## src/logic/efc_pkg.sv

```systemverilog
// constants, types and code functions for the ecc queue
package efc_pkg;

	// ------------------------------------------------------------
	// code word geometry
	// ------------------------------------------------------------
	localparam int EFC_DATA_W  = 64;
	localparam int EFC_CODE_W  = 72;
	localparam int EFC_SYN_W   = 7;
	// injected faults land on two fixed data positions of the code word
	localparam int EFC_INJ_POS_A = 3;
	localparam int EFC_INJ_POS_B = 5;

	// ------------------------------------------------------------
	// organisations
	// ------------------------------------------------------------
	typedef enum logic [0:0] {
		EFC_ORG_PTR   = 1'b0,
		EFC_ORG_SHIFT = 1'b1
	} efc_org_t;

	// ------------------------------------------------------------
	// functions
	// ------------------------------------------------------------
	function automatic logic [EFC_CODE_W-1:0] efc_encode(input logic [EFC_DATA_W-1:0] d);
		logic [EFC_CODE_W-1:0] c;
		int                    j;
		c = '0;
		j = 0;
		for (int i = 1; i < EFC_CODE_W; i++) begin
			if ((i & (i - 1)) != 0) begin
				c[i] = d[j];
				j++;
			end
		end
		for (int k = 0; k < EFC_SYN_W; k++) begin
			for (int i = 1; i < EFC_CODE_W; i++) begin
				if (i[k] && (i != (1 << k))) begin
					c[1 << k] = c[1 << k] ^ c[i];
				end
			end
		end
		c[0] = ^c[EFC_CODE_W-1:1];
		return c;
	endfunction : efc_encode

	function automatic logic [EFC_SYN_W-1:0] efc_syndrome(input logic [EFC_CODE_W-1:0] c);
		logic [EFC_SYN_W-1:0] s;
		s = '0;
		for (int i = 1; i < EFC_CODE_W; i++) begin
			if (c[i]) begin
				s = s ^ i[EFC_SYN_W-1:0];
			end
		end
		return s;
	endfunction : efc_syndrome

	function automatic logic [EFC_DATA_W-1:0] efc_extract(input logic [EFC_CODE_W-1:0] c);
		logic [EFC_DATA_W-1:0] d;
		int                    j;
		d = '0;
		j = 0;
		for (int i = 1; i < EFC_CODE_W; i++) begin
			if ((i & (i - 1)) != 0) begin
				d[j] = c[i];
				j++;
			end
		end
		return d;
	endfunction : efc_extract

	function automatic logic [EFC_CODE_W-1:0] efc_flip(input logic [EFC_CODE_W-1:0] c,
		input logic [EFC_SYN_W-1:0] pos);
		logic [EFC_CODE_W-1:0] r;
		r = c;
		if (int'(pos) < EFC_CODE_W) begin
			r[pos] = ~r[pos];
		end
		return r;
	endfunction : efc_flip

	function automatic logic [EFC_SYN_W:0] efc_gray(input logic [EFC_SYN_W:0] b);
		return b ^ (b >> 1);
	endfunction : efc_gray

	function automatic logic [EFC_SYN_W:0] efc_bin(input logic [EFC_SYN_W:0] g);
		logic [EFC_SYN_W:0] b;
		b = '0;
		for (int i = EFC_SYN_W; i >= 0; i--) begin
			b[i] = (i == EFC_SYN_W) ? g[i] : (b[i+1] ^ g[i]);
		end
		return b;
	endfunction : efc_bin

endpackage : efc_pkg

```

## src/logic/efc_fifo.sv

```systemverilog
// ecc protected queue, pointer or shift-register organisation, one clock
//
// Behaviour
// - code and injection only in memory organisation; injection needs code enabled.
// - single and double error flags encode clean, corrected or detected.
// - corrected data goes out; the stored faulty word stays unchanged.
// - each error flag is the OR over all cascaded primitives.
// - error flags come combinationally from the primitive flags.
// - write side pointers pass a crossing stage before feeding read flags.
// - two write inputs request no, single or double injection.
// - code spans 64-bit words; spare bit faults may raise double error.
// - single injection stores one bit error, flagged single on readback.
// - double injection stores two bit error, flagged double on readback.
// - both injection inputs high give a double error only.
// - reset leaves read data and error flags holding their values.
// - pointer crossing makes no assumption about the clock relation.
// - write signals belong to write side, read signals to read side.
// - separate pointers pass between sides as gray code.
// - empty clears after the pointer crossing latency, not a fixed count.
// - depth splits over primitives of PRIM_DEPTH words each.
// - common clock variant behaves as the dual side variant.
// - memory variant keeps two pointer counters on one clock, sync reset.
// - shift variant uses one up/down counter for all flags.
`timescale 1ns/10ps
module efc_fifo
	import efc_pkg::*;
#(
	parameter int       DATA_W     = 16,
	parameter int       DEPTH      = 64,
	parameter int       PRIM_DEPTH = 16,
	parameter efc_org_t ORG        = EFC_ORG_PTR,
	parameter bit       ECC_EN     = 1'b1,
	parameter bit       INJ_EN     = 1'b1,
	parameter int       FULL_THR   = 48,
	parameter int       EMPTY_THR  = 4
) (
	input  wire logic              clock_i,
	input  wire logic              sys_rst_i,
	input  wire logic              wr_en_i,
	input  wire logic [DATA_W-1:0] wr_data_i,
	input  wire logic              inject_one_bit_fault_i,
	input  wire logic              inject_two_bit_fault_i,
	output logic                   full_o,
	output logic                   near_full_flag_o,
	output logic                   threshold_full_flag_o,
	output logic                   wr_ack_o,
	output logic                   overflow_o,
	output logic [$clog2(DEPTH):0] wr_count_o,
	input  wire logic              rd_en_i,
	output logic [DATA_W-1:0]      rd_data_o,
	output logic                   empty_o,
	output logic                   near_empty_flag_o,
	output logic                   threshold_empty_flag_o,
	output logic                   valid_o,
	output logic                   underflow_o,
	output logic [$clog2(DEPTH):0] rd_count_o,
	output logic                   single_error_flag_o,
	output logic                   double_error_flag_o
);

	// ------------------------------------------------------------
	// configuration checks
	// ------------------------------------------------------------
	localparam int AW    = $clog2(DEPTH);
	localparam int PRIMS = DEPTH / PRIM_DEPTH;

	if (DATA_W < 1 || DATA_W > EFC_DATA_W) begin : g_bad_width
		$error("data width must be 1 to 64");
	end
	if (DEPTH < 4 || (1 << AW) != DEPTH || AW > EFC_SYN_W) begin : g_bad_depth
		$error("depth must be a power of two from 4 to 128");
	end
	if (PRIM_DEPTH < 1 || PRIMS * PRIM_DEPTH != DEPTH) begin : g_bad_prim
		$error("primitive depth must divide depth");
	end
	if ((INJ_EN && !ECC_EN) || (ECC_EN && ORG == EFC_ORG_SHIFT)) begin : g_bad_ecc
		$error("code needs memory organisation, injection needs code");
	end
	if (FULL_THR < 1 || FULL_THR > DEPTH || EMPTY_THR < 0 || EMPTY_THR >= DEPTH) begin : g_bad_thr
		$error("thresholds out of range");
	end

	localparam logic [AW:0] LVL_DEPTH = (AW+1)'(DEPTH);
	localparam logic [AW:0] LVL_NFULL = (AW+1)'(DEPTH - 1);
	localparam logic [AW:0] LVL_TFULL = (AW+1)'(FULL_THR);
	localparam logic [AW:0] LVL_TEMPT = (AW+1)'(EMPTY_THR);
	localparam logic [AW:0] LVL_ONE   = (AW+1)'(1);
	localparam logic [AW:0] LVL_ZERO  = '0;

	// ------------------------------------------------------------
	// state
	// ------------------------------------------------------------
	logic [EFC_CODE_W-1:0] mem [DEPTH];
	logic [AW:0]           wptr;
	logic [AW:0]           rptr;
	logic [AW:0]           wgray;
	logic [AW:0]           rgray;
	logic [AW:0]           wgray_r;
	logic [AW:0]           rgray_w;
	logic [AW:0]           occ;
	logic [EFC_CODE_W-1:0] rd_word;
	logic [AW-1:0]         rd_addr;

	// ------------------------------------------------------------
	// acceptance
	// ------------------------------------------------------------
	wire wr_ok = wr_en_i & ~full_o;
	wire rd_ok = rd_en_i & ~empty_o;

	wire [AW:0] next_wptr = wptr + (AW+1)'(wr_ok);
	wire [AW:0] next_rptr = rptr + (AW+1)'(rd_ok);
	wire [AW:0] next_occ  = occ + (AW+1)'(wr_ok) - (AW+1)'(rd_ok);

	// gray pointers cross through a stage; conversion back is local
	wire [AW:0] rbin_w = (AW+1)'(efc_bin((EFC_SYN_W+1)'(rgray_w)));
	wire [AW:0] wbin_r = (AW+1)'(efc_bin((EFC_SYN_W+1)'(wgray_r)));

	// stale far pointers only make the levels pessimistic
	wire [AW:0] next_wr_lvl = (ORG == EFC_ORG_SHIFT) ? next_occ : (next_wptr - rbin_w);
	wire [AW:0] next_rd_lvl = (ORG == EFC_ORG_SHIFT) ? next_occ : (wbin_r - next_rptr);

	wire [AW-1:0] rd_idx = (ORG == EFC_ORG_SHIFT) ? AW'(occ - LVL_ONE) : rptr[AW-1:0];

	// ------------------------------------------------------------
	// write encoding and injection
	// ------------------------------------------------------------
	wire [EFC_CODE_W-1:0] enc_word = efc_encode(EFC_DATA_W'(wr_data_i));
	wire                  inj_two  = INJ_EN & inject_two_bit_fault_i;
	wire                  inj_one  = INJ_EN & inject_one_bit_fault_i & ~inj_two;
	wire [EFC_CODE_W-1:0] inj_a    = efc_flip(enc_word, EFC_SYN_W'(EFC_INJ_POS_A));
	wire [EFC_CODE_W-1:0] inj_ab   = efc_flip(inj_a, EFC_SYN_W'(EFC_INJ_POS_B));
	wire [EFC_CODE_W-1:0] st_word  = inj_two ? inj_ab : (inj_one ? inj_a : enc_word);

	// ------------------------------------------------------------
	// memory, never reset
	// ------------------------------------------------------------
	always_ff @(posedge clock_i) begin
		if (ORG == EFC_ORG_SHIFT) begin
			if (wr_ok && !sys_rst_i) begin
				mem[0] <= st_word;
				for (int i = 1; i < DEPTH; i++) begin
					mem[i] <= mem[i-1];
				end
			end
		end else if (wr_ok && !sys_rst_i) begin
			mem[wptr[AW-1:0]] <= st_word;
		end
	end

	// read word holds through reset; the array itself is never rewritten
	always_ff @(posedge clock_i) begin
		if (rd_ok && !sys_rst_i) begin
			rd_word <= mem[rd_idx];
			rd_addr <= rd_idx;
		end
	end

	// ------------------------------------------------------------
	// pointers and crossing stages
	// ------------------------------------------------------------
	always_ff @(posedge clock_i) begin
		if (sys_rst_i) begin
			wptr    <= '0;
			rptr    <= '0;
			wgray   <= '0;
			rgray   <= '0;
			wgray_r <= '0;
			rgray_w <= '0;
			occ     <= '0;
		end else begin
			wptr    <= next_wptr;
			rptr    <= next_rptr;
			wgray   <= (AW+1)'(efc_gray((EFC_SYN_W+1)'(next_wptr)));
			rgray   <= (AW+1)'(efc_gray((EFC_SYN_W+1)'(next_rptr)));
			wgray_r <= wgray;
			rgray_w <= rgray;
			occ     <= next_occ;
		end
	end

	// ------------------------------------------------------------
	// write side status
	// ------------------------------------------------------------
	always_ff @(posedge clock_i) begin
		if (sys_rst_i) begin
			full_o                <= 1'b0;
			near_full_flag_o      <= 1'b0;
			threshold_full_flag_o <= 1'b0;
			wr_ack_o              <= 1'b0;
			overflow_o            <= 1'b0;
			wr_count_o            <= '0;
		end else begin
			full_o                <= (next_wr_lvl == LVL_DEPTH);
			near_full_flag_o      <= (next_wr_lvl >= LVL_NFULL);
			threshold_full_flag_o <= (next_wr_lvl >= LVL_TFULL);
			wr_ack_o              <= wr_ok;
			overflow_o            <= wr_en_i & full_o;
			wr_count_o            <= next_wr_lvl;
		end
	end

	// ------------------------------------------------------------
	// read side status
	// ------------------------------------------------------------
	always_ff @(posedge clock_i) begin
		if (sys_rst_i) begin
			empty_o                <= 1'b1;
			near_empty_flag_o      <= 1'b1;
			threshold_empty_flag_o <= 1'b1;
			valid_o                <= 1'b0;
			underflow_o            <= 1'b0;
			rd_count_o             <= '0;
		end else begin
			empty_o                <= (next_rd_lvl == LVL_ZERO);
			near_empty_flag_o      <= (next_rd_lvl <= LVL_ONE);
			threshold_empty_flag_o <= (next_rd_lvl <= LVL_TEMPT);
			valid_o                <= rd_ok;
			underflow_o            <= rd_en_i & empty_o;
			rd_count_o             <= next_rd_lvl;
		end
	end

	// ------------------------------------------------------------
	// decode, combinational to the ports
	// ------------------------------------------------------------
	// the flags must not be registered, so they and the data leave the read word directly
	wire [EFC_SYN_W-1:0]  syn      = efc_syndrome(rd_word);
	wire                  par_err  = ^rd_word;
	wire                  one_err  = par_err;
	wire                  two_err  = ~par_err & (syn != '0);
	wire [EFC_CODE_W-1:0] fix_word = one_err ? efc_flip(rd_word, syn) : rd_word;
	wire [EFC_DATA_W-1:0] fix_data = efc_extract(fix_word);
	wire [EFC_DATA_W-1:0] raw_data = efc_extract(rd_word);

	// per primitive flags; only the primitive last read reports here
	wire [PRIMS-1:0] prim_one;
	wire [PRIMS-1:0] prim_two;
	for (genvar p = 0; p < PRIMS; p++) begin : g_prim
		wire hit = ((int'(rd_addr) / PRIM_DEPTH) == p);
		assign prim_one[p] = ECC_EN & hit & one_err;
		assign prim_two[p] = ECC_EN & hit & two_err;
	end

	assign single_error_flag_o = |prim_one;
	assign double_error_flag_o = |prim_two;
	assign rd_data_o = ECC_EN ? DATA_W'(fix_data) : DATA_W'(raw_data);

endmodule : efc_fifo

```

## config.mk

```make
export PLATFORM = sky130hd
export DESIGN_NAME = efc_fifo
export DESIGN_NICKNAME = d
export VERILOG_FILES = /design/src/logic/efc_pkg.sv /design/src/logic/efc_fifo.sv
export SDC_FILE = /design/constraint.sdc
export NUM_CORES = 1
export LEC_CHECK = 0
export BUFFER_PORTS_ARGS = -buffer_cell sky130_fd_sc_hd__buf_2
export CAP_MARGIN = 20
export CORE_MARGIN = 2
export CORE_UTILIZATION = 60
export DETAILED_ROUTE_END_ITERATION = 8
export PLACE_DENSITY_LB_ADDON = 0.05
export REMOVE_ABC_BUFFERS = 1
export SLEW_MARGIN = 20
export SYNTH_ARGS = -nofsm -noshare
export SYNTH_HDL_FRONTEND = slang
export SYNTH_MEMORY_MAX_BITS = 65536
export SYNTH_SLANG_ARGS = --single-unit
```

## constraint.sdc

```tcl
create_clock -name clock_i -period 6.9 [get_ports clock_i]
set_input_delay 0.345 -clock clock_i [delete_from_list [all_inputs] [get_ports clock_i]]
set_output_delay 0.345 -clock clock_i [all_outputs]
set_load 0.02 [all_outputs]
```

==> summary.md <==
| Metric | Value |
|---|---|
| Hold Path End | overflow_o |
| Most frequent cells in the layout | edfxtp_1, mux4_2, clkbuf_16, buf_4, xnor2_1 |
| Dpl hpwl | 73.7 mm |
| GRT Util Overall | 0.284 |
| Crit Path Max Fanout | 10 |
| Hold Vio Cnt, Final | 0 |
| Initial antenna violation count | 2 |
| Layout area overhead | 12.1% |
| Synth Flop Type | edfxtp_1 |
| Final Cycle Share | 0.608 |
| Reg2reg end | near_empty_flag_o |
| Setup tns final | 0 ns |
| HP Start | wr_en_i |
| Post-synth top area share | 0.741 |
| Post-synth EDFFs | 1,430 |
| Commonest non-fill, non-tap cell in the layout | edfxtp_1 |
| Share of post-route cells with drive strength above 1 | 0.330 |
| Worst setup SP type | flip-flop |
| Asr flop ratio synth | 0 |
| Drt total wl | 136 mm |
| Inserted Clock Buffers | 145 |
| Clock transition at path regs | 0.06 ns |
| Hold depth | 2 |
| HP Class | primary input to flip-flop |
| Die area | 0.0991 sq mm |
| Sequential area share after synthesis | 0.763 |
| Place WS | 2.92 ns |
| Vias | 26,600 |
| Leakage | 19.9 nW |
| Port buffer count | 63 |
| Synth top area cells | edfxtp_1, mux4_2, dfxtp_1 |
| Slew @ Worst Pin | 1.03 ns |
| Antenna violation net count after detailed routing | 0 |
| Status | completed |
| Clock buffer depth | 3 |
| Residual DRC | 0 |
| R2r startpoint | wgray_r[6] |
| Hold WS | 0.0764 ns |
| TritonCTS clock tree | built |
| Reg2reg setup slack | 2.92 ns |
| Seq cells post-synth | 1,494 |
| Die H | 315 microns |
| Initial Utilization | 0.602 |
| Worst Slack Setup Final | 2.70 ns |
| Crit path required time | 6.55 ns |
| Max cap viols | 0 |
| GP Congestion | 0.844 |
| Yosys warnings | 0 |
| RSZ-0062 raised after global routing | false |
| Wire per inst | 33.4 microns |
| Peak VDD IR | 0.282 mV |
| Worst EP arrival | 3.85 ns |
| Pin count of the biggest net entering global routing | 122 |
| Drt first pass iters | 5 |
| Cts repair resizes | 0 |
| Number of vias per cell | 6.55 |
| Initial DRC Count | 3,666 |
| Netlist Area Pre-Place | 0.0580 sq mm |
| FF-to-FF path depth | 15 |
| Slew Limit Headroom | 0.312 |
| Critical Path Source | rd_word[3] |
| Avg Cell Area, Syn | 23.4 sq um |
| Clk_skew | 0.0185 ns |
| First-pass GRT wire length | 194 mm |
| Crit path kind | flip-flop to primary output |
| Post-layout nets | 2,707 |
| Vias in the first global route | 27,000 |
| Later-pin clock latency in the skew report | 0.75 ns |
| Final slew viol count | 0 |
| Final setup fails | 0 |
| GRT overflow | 0 |
| H-tree depth | 4 |
| Die W | 315 microns |
| Final min period | 4.20 ns |
| Post-synth top area cell | edfxtp_1 |
| Core Box Area | 0.0963 sq mm |
| Syn Inst Count | 2,474 |
| CTS sink count | 1,494 |
| Final core occ | 0.675 |
| CTS root buf | clkbuf_16 |
| CP endpoint kind | primary output |
| Io pins | 64 |
| Pwr/cell area | 309 mW/mm^2 |
| Synth unique cells | 51 |
| Tot Pwr | 20.1 mW |
| Rows | 114 |
| Fmax | 238 MHz |
critical path, stage by stage, from the launching register on:
cell	delay [ns]
edfxtp_1	0.61
xnor2_1	0.57
xnor3_1	0.47
xnor2_2	0.43
nand2b_1	0.18
nor3b_1	0.29
mux2_1	0.39
buf_2	0.17
sequential cells by signal, summed over array words and instances, names as in the netlist:
name	flops
mem	1408
rd_word	22
wptr	7
wr_count_o	7
underflow_o	1
rgray	6
valid_o	1
wr_ack_o	1
threshold_full_flag_o	1
near_full_flag_o	1
wgray	6
wgray_r	7
rgray_w	7
empty_o	1
full_o	1
rptr	7
threshold_empty_flag_o	1
rd_count_o	7
near_empty_flag_o	1
overflow_o	1
repair_timing:
| item | in CTS | in global routing |
|---|---|---|
| setup endpoints to repair | 0 | 0 |
| endpoints found under the hold margin | 3 | 0 |
| buffers inserted | 0 | 0 |
| hold buffers | 2 | 0 |
worst max path at each step:
stage,to,slack (ns)
after floorplan,empty_o,-10.38
final,rd_data_o[14],2.70
after global routing,rd_data_o[14],2.58
after CTS,rd_data_o[14],2.80
after detailed placement,near_empty_flag_o,2.92
after global placement,threshold_empty_flag_o,3.03
logic make-up after synthesis:
group,synth area share
adders and majority gates,0.00427
buffers and inverters,0.0118
DFF,0.763
xor gates and xnor gates,0.0209
AOI/OAI and AO/OA,0.00276
muxes,0.180
and+or+nand+nor,0.0178
area by class of cell:
cell class	count	area, sq um
clock buffers	195	4040
flip-flops and latches	1494	44200
inverters	12	45.0
well taps	1276	1600
repair buffers	171	1210
fillers	5984	31300
multi-input cells	844	13300
clock inverters	65	522
diodes	3	7.51
synth_stat cells, types with 4 or more instances:
library cell	n
nand4b_1	4
clkbuf_1	70
nand3b_1	4
xnor2_1	80
nand2_1	11
buf_6	10
inv_1	12
xor2_1	44
buf_2	11
nand2b_1	4
nor3_1	4
ha_1	15
mux4_2	462
nor3b_1	6
nor2b_1	25
buf_1	11
a21oi_1	6
buf_4	22
dfxtp_1	64
edfxtp_1	1430
nor2_1	113
or3_1	5
nand3_1	12
stage by stage:
stage | std cells | instance area, sq um
2_1_floorplan | 2350 | 57300
3_3_place_gp | 3795 | 60400
3_5_place_dp | 3795 | 60400
4_1_cts | 4057 | 65000
5_1_grt | 4057 | 65000
6_report | 4060 | 65000
per-layer routing:
| layer | routed length, microns | part of all wire | GRT usage |
|---|---|---|---|
| met1 | 54800 | 0.40 | 0.420 |
| met2 | 66000 | 0.49 | 0.442 |
| met3 | 12200 | 0.090 | 0.0587 |
| met4 | 2850 | 0.021 | 0.0747 |
| met5 | 0 | 0 | 0 |
power by group:
part | leakage (nW) | internal [mW] | switching, mW
Clock | 2.22 | 4.40 | 3.22
Combinational | 4.31 | 0.739 | 1.25
Sequential | 13.4 | 10.4 | 0.0571
No activity file was read; power rests on OpenSTA's default activity.
